--- src/logic/ocd_pkg.sv ---
package ocd_pkg;
  localparam int ADDR_W = 18;
  localparam int DATA_W = 16;
  localparam int SWR_W = 18;
  localparam int VADDR_W = 16;
  localparam int LAMP_N = 7;
  // Top 8K of the 256K space (248K-256K): bits 17..13 all ones
  localparam logic [4:0] IO_PAGE_TAG = 5'h1F;
  localparam int IO_PAGE_LSB = 13;
  // Key switch positions
  localparam logic [1:0] KEY_OFF = 2'h0;
  localparam logic [1:0] KEY_POWER = 2'h1;
  localparam logic [1:0] KEY_LOCK = 2'h2;
  // Address display knob positions
  localparam logic [2:0] ASEL_USER_I = 3'h0;
  localparam logic [2:0] ASEL_USER_D = 3'h1;
  localparam logic [2:0] ASEL_SUPER_I = 3'h2;
  localparam logic [2:0] ASEL_SUPER_D = 3'h3;
  localparam logic [2:0] ASEL_KERNEL_I = 3'h4;
  localparam logic [2:0] ASEL_KERNEL_D = 3'h5;
  localparam logic [2:0] ASEL_PROG_PHYS = 3'h6;
  localparam logic [2:0] ASEL_CONS_PHYS = 3'h7;
  // Data display knob positions
  localparam logic [1:0] DSEL_DATA_PATHS = 2'h0;
  localparam logic [1:0] DSEL_BUS_REG = 2'h1;
  localparam logic [1:0] DSEL_MICRO = 2'h2;
  localparam logic [1:0] DSEL_DISP_REG = 2'h3;
  // Execution mode encoding from the core
  localparam logic [1:0] MODE_KERNEL = 2'h0;
  localparam logic [1:0] MODE_SUPER = 2'h1;
  localparam logic [1:0] MODE_USER = 2'h3;
  // Lamp bit positions
  localparam int LAMP_RUN = 0;
  localparam int LAMP_PAUSE = 1;
  localparam int LAMP_MASTER = 2;
  localparam int LAMP_USER = 3;
  localparam int LAMP_SUPER = 4;
  localparam int LAMP_KERNEL = 5;
  localparam int LAMP_DATA = 6;
  localparam logic [LAMP_N-1:0] LAMPS_RESET = 7'h00;

  // Core state seen by the console
  typedef struct packed {
    logic running;
    logic in_wait;
    logic wait_for_bus;
    logic bus_owner;
    logic halted;
    logic [1:0] mode;
    logic dspace_ref;
    logic mmu_on;
    logic [VADDR_W-1:0] vaddr;
    logic [ADDR_W-1:0] paddr;
    logic addr_error;
  } ocd_core_s;

  // Datapath words for the data display
  typedef struct packed {
    logic [DATA_W-1:0] alu_out;
    logic [DATA_W-1:0] bus_data;
    logic [7:0] float_uaddr;
    logic [7:0] cpu_uaddr;
    logic [DATA_W-1:0] disp_reg;
  } ocd_data_s;

  // Operator switches (momentary switches are one-cycle pulses)
  typedef struct packed {
    logic [1:0] key;
    logic [SWR_W-1:0] swr;
    logic load_address_switch;
    logic exam;
    logic cont;
    logic halt_sw;
    logic sbus_sw;
    logic start;
    logic dep;
    logic reg_exam;
    logic reg_dep;
    logic [2:0] asel;
    logic [1:0] dsel;
  } ocd_panel_s;

  // Console requests passed to the core, gated by the key switch except swr and the interrupt and power-down wake
  typedef struct packed {
    logic load_address;
    logic exam;
    logic cont;
    logic halt_req;
    logic sbus;
    logic start;
    logic dep;
    logic reg_exam;
    logic reg_dep;
    logic wake;
    logic [SWR_W-1:0] swr;
  } ocd_req_s;
endpackage

--- src/logic/ocd_console.sv ---
`timescale 1ns/1ps
// Behaviour
// - Key in lock: ignore all controls except the switch register.
// - Key at power: every console control is accepted and acted upon.
// - Run lamp lit while executing, including idling in wait.
// - Wait resumes on interrupt, console intervention or power-down.
// - Pause lamp lit while waiting to regain bus mastership mid-instruction.
// - Master lamp lit while owning the bus or halted from console.
// - Exactly one of user, supervisor, kernel lamps lit per current mode.
// - Data lamp lit when last reference was to data space.
// - Seven state lamps: run, pause, master, user, supervisor, kernel, data.
// - Address display 18 bits, data display 16 bits.
// - Operator switch register is 18 bits.
// - Virtual positions show 16-bit reference; bits 17..16 only for top 8K.
// - Program-physical position shows full 18-bit physical address.
// - Console-physical: low 16 bits reference, upper two from last load-address.
// - Addressing-error lamp lights on any invalid reference.
// - Data display follows knob; micro position packs float and cpu addresses.
// - Load-address copies switch register to bus address and display.
// - Addressing-error lamp holds until a new load-address clears it.
module ocd_console
  import ocd_pkg::*;
(
  input wire logic sys_clk,
  input wire logic resetn,
  input wire ocd_pkg::ocd_core_s core,
  input wire ocd_pkg::ocd_data_s dpath,
  input wire logic irq_pending,
  input wire logic power_down,
  input wire ocd_pkg::ocd_panel_s panel,
  output ocd_pkg::ocd_req_s req,
  output logic [ocd_pkg::ADDR_W-1:0] bus_addr,
  output logic [ocd_pkg::LAMP_N-1:0] state_lamps,
  output logic [ocd_pkg::ADDR_W-1:0] addr_display,
  output logic [ocd_pkg::DATA_W-1:0] data_display,
  output logic addressing_error_lamp
);
  import ocd_pkg::*;

  typedef struct packed {
    logic [LAMP_N-1:0] lamps;
    logic [ADDR_W-1:0] adisp;
    logic [DATA_W-1:0] ddisp;
    logic [ADDR_W-1:0] bus_addr;
    logic [1:0] swr_hi;
    logic shown_load;
  } ocd_state_s;

  ocd_state_s st_r;
  ocd_state_s st_nxt;
  logic controls_ok;
  logic load_go;
  logic err_flag;
  logic [ADDR_W-1:0] ref_16;

  ////////////////////////////////////////////////////////////////////
  // Key switch gating
  // Only the power position passes controls; lock keeps switch register live
  assign controls_ok = (panel.key == KEY_POWER);
  assign load_go = controls_ok && panel.load_address_switch;

  // Request outputs to the core; switch register always passes through
  always_comb begin
    req = '0;
    req.swr = panel.swr;
    if (controls_ok) begin
      req.load_address = panel.load_address_switch;
      req.exam = panel.exam;
      req.cont = panel.cont;
      req.halt_req = panel.halt_sw;
      req.sbus = panel.sbus_sw;
      req.start = panel.start;
      req.dep = panel.dep;
      req.reg_exam = panel.reg_exam;
      req.reg_dep = panel.reg_dep;
    end
    // Any of these three pull the core out of a wait
    req.wake = core.in_wait && (irq_pending || power_down ||
               (controls_ok && (panel.cont || panel.start || panel.halt_sw)));
  end

  ////////////////////////////////////////////////////////////////////
  // Addressing-error lamp, sticky until a new load-address
  ocd_sticky u_err (
    .sys_clk(sys_clk),
    .resetn(resetn),
    .set(core.addr_error),
    .clr(load_go),
    .flag(err_flag)
  );

  ////////////////////////////////////////////////////////////////////
  // 16-bit reference with bits 17..16 lit only for the device page
  always_comb begin
    ref_16 = {2'h0, core.vaddr};
    if (core.mmu_on) begin
      ref_16 = {2'h0, core.vaddr};
    end else begin
      ref_16 = {2'h0, core.paddr[VADDR_W-1:0]};
      if (core.paddr[ADDR_W-1:IO_PAGE_LSB] == IO_PAGE_TAG) begin
        ref_16[ADDR_W-1:VADDR_W] = core.paddr[ADDR_W-1:VADDR_W];
      end
    end
  end

  ////////////////////////////////////////////////////////////////////
  // Next-state for lamps and displays
  always_comb begin
    st_nxt = st_r;
    st_nxt.shown_load = 1'b0;
    // State lamps
    st_nxt.lamps[LAMP_RUN] = core.running || core.in_wait;
    st_nxt.lamps[LAMP_PAUSE] = core.wait_for_bus && !core.bus_owner;
    st_nxt.lamps[LAMP_MASTER] = core.bus_owner || core.halted;
    st_nxt.lamps[LAMP_USER] = (core.mode == MODE_USER);
    st_nxt.lamps[LAMP_SUPER] = (core.mode == MODE_SUPER);
    // Reserved mode code falls back to kernel so one lamp is always lit
    st_nxt.lamps[LAMP_KERNEL] = (core.mode != MODE_USER) &&
                                (core.mode != MODE_SUPER);
    st_nxt.lamps[LAMP_DATA] = core.dspace_ref;
    // Address display by knob
    case (panel.asel)
      ASEL_PROG_PHYS: st_nxt.adisp = core.paddr;
      ASEL_CONS_PHYS: st_nxt.adisp = {st_r.swr_hi, ref_16[VADDR_W-1:0]};
      default: st_nxt.adisp = ref_16;
    endcase
    // Load-address: latch switch register, show it for two refreshes
    if (load_go) begin
      st_nxt.bus_addr = panel.swr;
      st_nxt.swr_hi = panel.swr[ADDR_W-1:VADDR_W];
      st_nxt.adisp = panel.swr;
      st_nxt.shown_load = 1'b1;
    end else if (st_r.shown_load) begin
      st_nxt.adisp = st_r.adisp; // Hold the loaded value one extra cycle
    end
    // Data display by knob
    case (panel.dsel)
      DSEL_DATA_PATHS: st_nxt.ddisp = dpath.alu_out;
      DSEL_BUS_REG: st_nxt.ddisp = dpath.bus_data;
      DSEL_MICRO: st_nxt.ddisp = {dpath.float_uaddr, dpath.cpu_uaddr};
      DSEL_DISP_REG: st_nxt.ddisp = dpath.disp_reg;
      default: st_nxt.ddisp = dpath.alu_out;
    endcase
  end

  // Register all display state; dark after reset
  always_ff @(posedge sys_clk or negedge resetn) begin
    if (!resetn) begin
      st_r <= '0;
    end else begin
      st_r <= st_nxt;
    end
  end

  ////////////////////////////////////////////////////////////////////
  // Outputs
  assign state_lamps = st_r.lamps;
  assign addr_display = st_r.adisp;
  assign data_display = st_r.ddisp;
  assign bus_addr = st_r.bus_addr;
  assign addressing_error_lamp = err_flag;
endmodule

--- src/logic/ocd_sticky.sv ---
`timescale 1ns/1ps
// Sticky flag; set wins over clear in the same cycle
module ocd_sticky (
  input wire logic sys_clk,
  input wire logic resetn,
  input wire logic set,
  input wire logic clr,
  output logic flag
);
  typedef struct packed {
    logic flag;
  } ocd_sticky_s;
  ocd_sticky_s st_r;
  ocd_sticky_s st_nxt;

  // Next-state
  always_comb begin
    st_nxt = st_r;
    if (clr) begin
      st_nxt.flag = 1'b0;
    end
    if (set) begin
      st_nxt.flag = 1'b1;
    end
  end

  // State register
  always_ff @(posedge sys_clk or negedge resetn) begin
    if (!resetn) begin
      st_r <= '0;
    end else begin
      st_r <= st_nxt;
    end
  end

  assign flag = st_r.flag;
endmodule
--- config.mk ---
export PLATFORM = sky130hd
export DESIGN_NAME = ocd_console
export DESIGN_NICKNAME = d
export VERILOG_FILES = /design/src/logic/ocd_pkg.sv /design/src/logic/ocd_console.sv /design/src/logic/ocd_sticky.sv
export SDC_FILE = /design/constraint.sdc
export NUM_CORES = 1
export LEC_CHECK = 0
export BUFFER_PORTS_ARGS = -buffer_cell sky130_fd_sc_hd__buf_2
export CAP_MARGIN = 20
export CORE_ASPECT_RATIO = 1.4
export CORE_UTILIZATION = 40
export DETAILED_ROUTE_END_ITERATION = 10
export PLACE_DENSITY_LB_ADDON = 0.05
export SKIP_CTS_REPAIR_TIMING = 1
export SLEW_MARGIN = 20
export SYNTH_ARGS = -nofsm -noshare
export SYNTH_HDL_FRONTEND = slang
export SYNTH_HIERARCHICAL = 1
export SYNTH_SLANG_ARGS = --single-unit
export TNS_END_PERCENT = 100
--- constraint.sdc ---
create_clock -name sys_clk -period 1.8 [get_ports sys_clk]
set_clock_uncertainty 0.2 [all_clocks]
set_input_delay 0.18 -clock sys_clk [delete_from_list [all_inputs] [get_ports sys_clk]]
set_output_delay 0.18 -clock sys_clk [all_outputs]
set_load 0.02 [all_outputs]
==> flow_summary.json <==
{
  "outcome": "finished with violations",
  "violations": "hold timing",
  "clockRootBuffer": "clkbuf_16",
  "endpoint_kind": "register",
  "cp-start-kind": "input pin",
  "placement.io_buffers": 233,
  "period_minus_slack_ns": 1.64,
  "synth_flop_cell": "dfrtp_1",
  "n_antenna_cell": 0,
  "yosysTopAreaCell": "dfrtp_1",
  "cts_sinks": 61,
  "timing.max_cap.violations": 0,
  "pin_count": 234,
  "finalPower_w": 0.00427,
  "ys_warn_count": 6,
  "power.density_nw_per_um2": 790,
  "synth_most_common_cell": "buf_4",
  "synth_area_per_cell_um2": 10.9,
  "rows": 39,
  "track_usage": 0.196,
  "hold_viol_final": 11,
  "setup_tns_ns": 0,
  "yosysUniqueCellTypes": 28,
  "first_pass_iters": 4,
  "holdWs_ns": -0.0388,
  "die_height_um": 110,
  "slew_violations": 0,
  "fin_nets": 720,
  "synth.top_cell.area_share": 0.455,
  "clkTransAtPathRegs_ns": 0.05,
  "initial_core_util": 0.411,
  "dieWidth_um": 79.4,
  "syn2layout_area_growth_pct": 61.0,
  "slew_headroom": 0.763,
  "grt_max_degree": 62,
  "synth_seq_cells": 61,
  "place_congestion": 0.774,
  "utilization": 0.663,
  "clock.fmax_ghz": 0.611,
  "gr-total-overflow": 0,
  "final_layout_size_suffix_gt1_frac": 0.479,
  "tightest_slew_ns": 0.355,
  "cts_max_path_buffers": 2,
  "grt_pass1_vias": 2550,
  "wire_per_inst_um": 15.4,
  "nFillCells": 636,
  "core_um2": 8150,
  "path_max_fanout": 1,
  "drtIter0Drc": 126,
  "synthArstFlopShare": 1.00,
  "routed_wl_um": 10400,
  "cts_made_buffers": 9,
  "pre_cts_ws_ns": 0.285,
  "antenna_found_initial": 0,
  "synth_commonest_cells": "buf_4 (79), dfrtp_1 (61), nand2_1 (59), mux2i_1 (18), mux4_2 (16)",
  "p_leak_nw": 2.81,
  "drc": 0,
  "hpwl_um": 6780,
  "post-route-period-util": 0.909,
  "holdPathStages": 3,
  "syn-num-nets": 454,
  "syn_inst": 308,
  "vias_per_cell": 4.63,
  "holdCritPathClass": "input pin to register",
  "clk_latency_ns": 0.32,
  "irDropWorstVdd_mv": 0.447,
  "synth_area_um2": 3350,
  "dieArea_um2": 8760,
  "required_ns": 1.80,
  "num_vias": 3146,
  "fin_ws_ns": 0.164,
  "setup_violations": 0,
  "grt_pass1_wl_um": 12300,
  "synth_enable_flop_cells": 0,
  "worstSetupPathType": "input pin to register",
  "reg2reg_depth": 3,
  "synth_area_leaders": "dfrtp_1 (46%), buf_4 (18%), mux4_2 (11%)",
  "drtAntennaViolNets": 0,
  "cts_tree": "built",
  "cp.arrival_ns": 1.64,
  "rsz0062_at_grt": "no",
  "yosysSeqAreaShare": 0.455,
  "htree_levels": 3
}
[sequential cells by signal, indices dropped and copies added, names as in the netlist]
register      count
addr_display     18
bus_addr         18
data_display     16
st_r              1
state_lamps       7
u_err/flag        1
[cells in the final DEF (no fill, tap or decap)]
cell type / n
buf_4: 7
inv_2: 1
clkbuf_16: 9
o31a_1: 2
and2_1: 9
a21o_1: 1
inv_1: 3
nand2_1: 59
mux4_2: 16
dfrtp_1: 61
o21bai_1: 1
o21ai_2: 1
nand3b_1: 2
o221a_1: 1
nor2b_4: 1
nand2_4: 1
clkbuf_1: 3
buf_2: 233
o21ai_0: 13
a2bb2oi_1: 1
buf_12: 3
dlygate4sd3_1: 104
nor2b_1: 1
o211ai_1: 4
clkbuf_8: 1
nor2_1: 4
or2_2: 2
or2_1: 1
nand4_1: 1
clkinv_2: 2
a22oi_1: 12
mux2i_1: 18
[stage by stage]
step                      instances  hold WS (ns)  instance area, um^2
final                           680       -0.0388                 5400
after global routing            680      -0.00879                 5400
after CTS                       576        -0.330                 4360
after detailed placement        561        0.0193                 4100
after global placement          561        0.0130                 4100
after floorplan                 308        -0.316                 3350
[final cells by class]
cell class	instances	area, um^2	area share
clock inverters	2	10.0	0.00185
clock buffers	13	250	0.0463
repair buffers	347	2320	0.430
inverters	4	15.0	0.00278
multi-input cells	151	1150	0.213
well taps	102	128	0.0236
flip-flops and latches	61	1530	0.283
[routing by layer]
metal,part of all wire,vias to the layer above,track usage
met5,0,-,0
met4,0.017,0,0.103
met3,0.088,13,0.0601
met2,0.53,166,0.368
met1,0.36,1467,0.190
li1,-,1500,-
[logic make-up after synthesis]
logic type / Yosys count / synth area share
buffers and inverters: 96 / 0.201
and+or+nand+nor: 81 / 0.109
DFF: 61 / 0.455
AOI/OAI and AO/OA: 36 / 0.0735
muxes: 34 / 0.161
[worst paths after layout]
| check | slack (ns) | to | start |
|---|---|---|---|
| worst max-delay path | 0.16 | state_lamps[0]$_DFF_PN0_ | core[43] |
| worst min-delay path | -0.04 | addr_display[8]$_DFFE_PN0P_ | core[27] |
| worst max register to register | 0.46 | addr_display[16]$_DFFE_PN0P_ | st_r[0]$_DFF_PN0_ |
| worst min register to register | 0.27 | bus_addr[8]$_DFFE_PN0P_ | bus_addr[8]$_DFFE_PN0P_ |
| max in group asynchronous | 0.90 | data_display[2]$_DFF_PN0_ | resetn |
| min in group asynchronous | 0.18 | bus_addr[4]$_DFFE_PN0P_ | resetn |
[worst max-delay path: stages]
cell           delay, ns
dlygate4sd3_1       0.53
buf_2               0.11
or2_2               0.26
dlygate4sd3_1       0.56
[report_power, final]
| part | leakage [nW] | switching, W | internal (W) |
|---|---|---|---|
| registers | 0.733 | 0.0000730 | 0.00153 |
| clock network | 0.129 | 0.000563 | 0.000956 |
| logic | 1.95 | 0.000591 | 0.000554 |
Note: power is estimated with default switching activity, not from simulation.
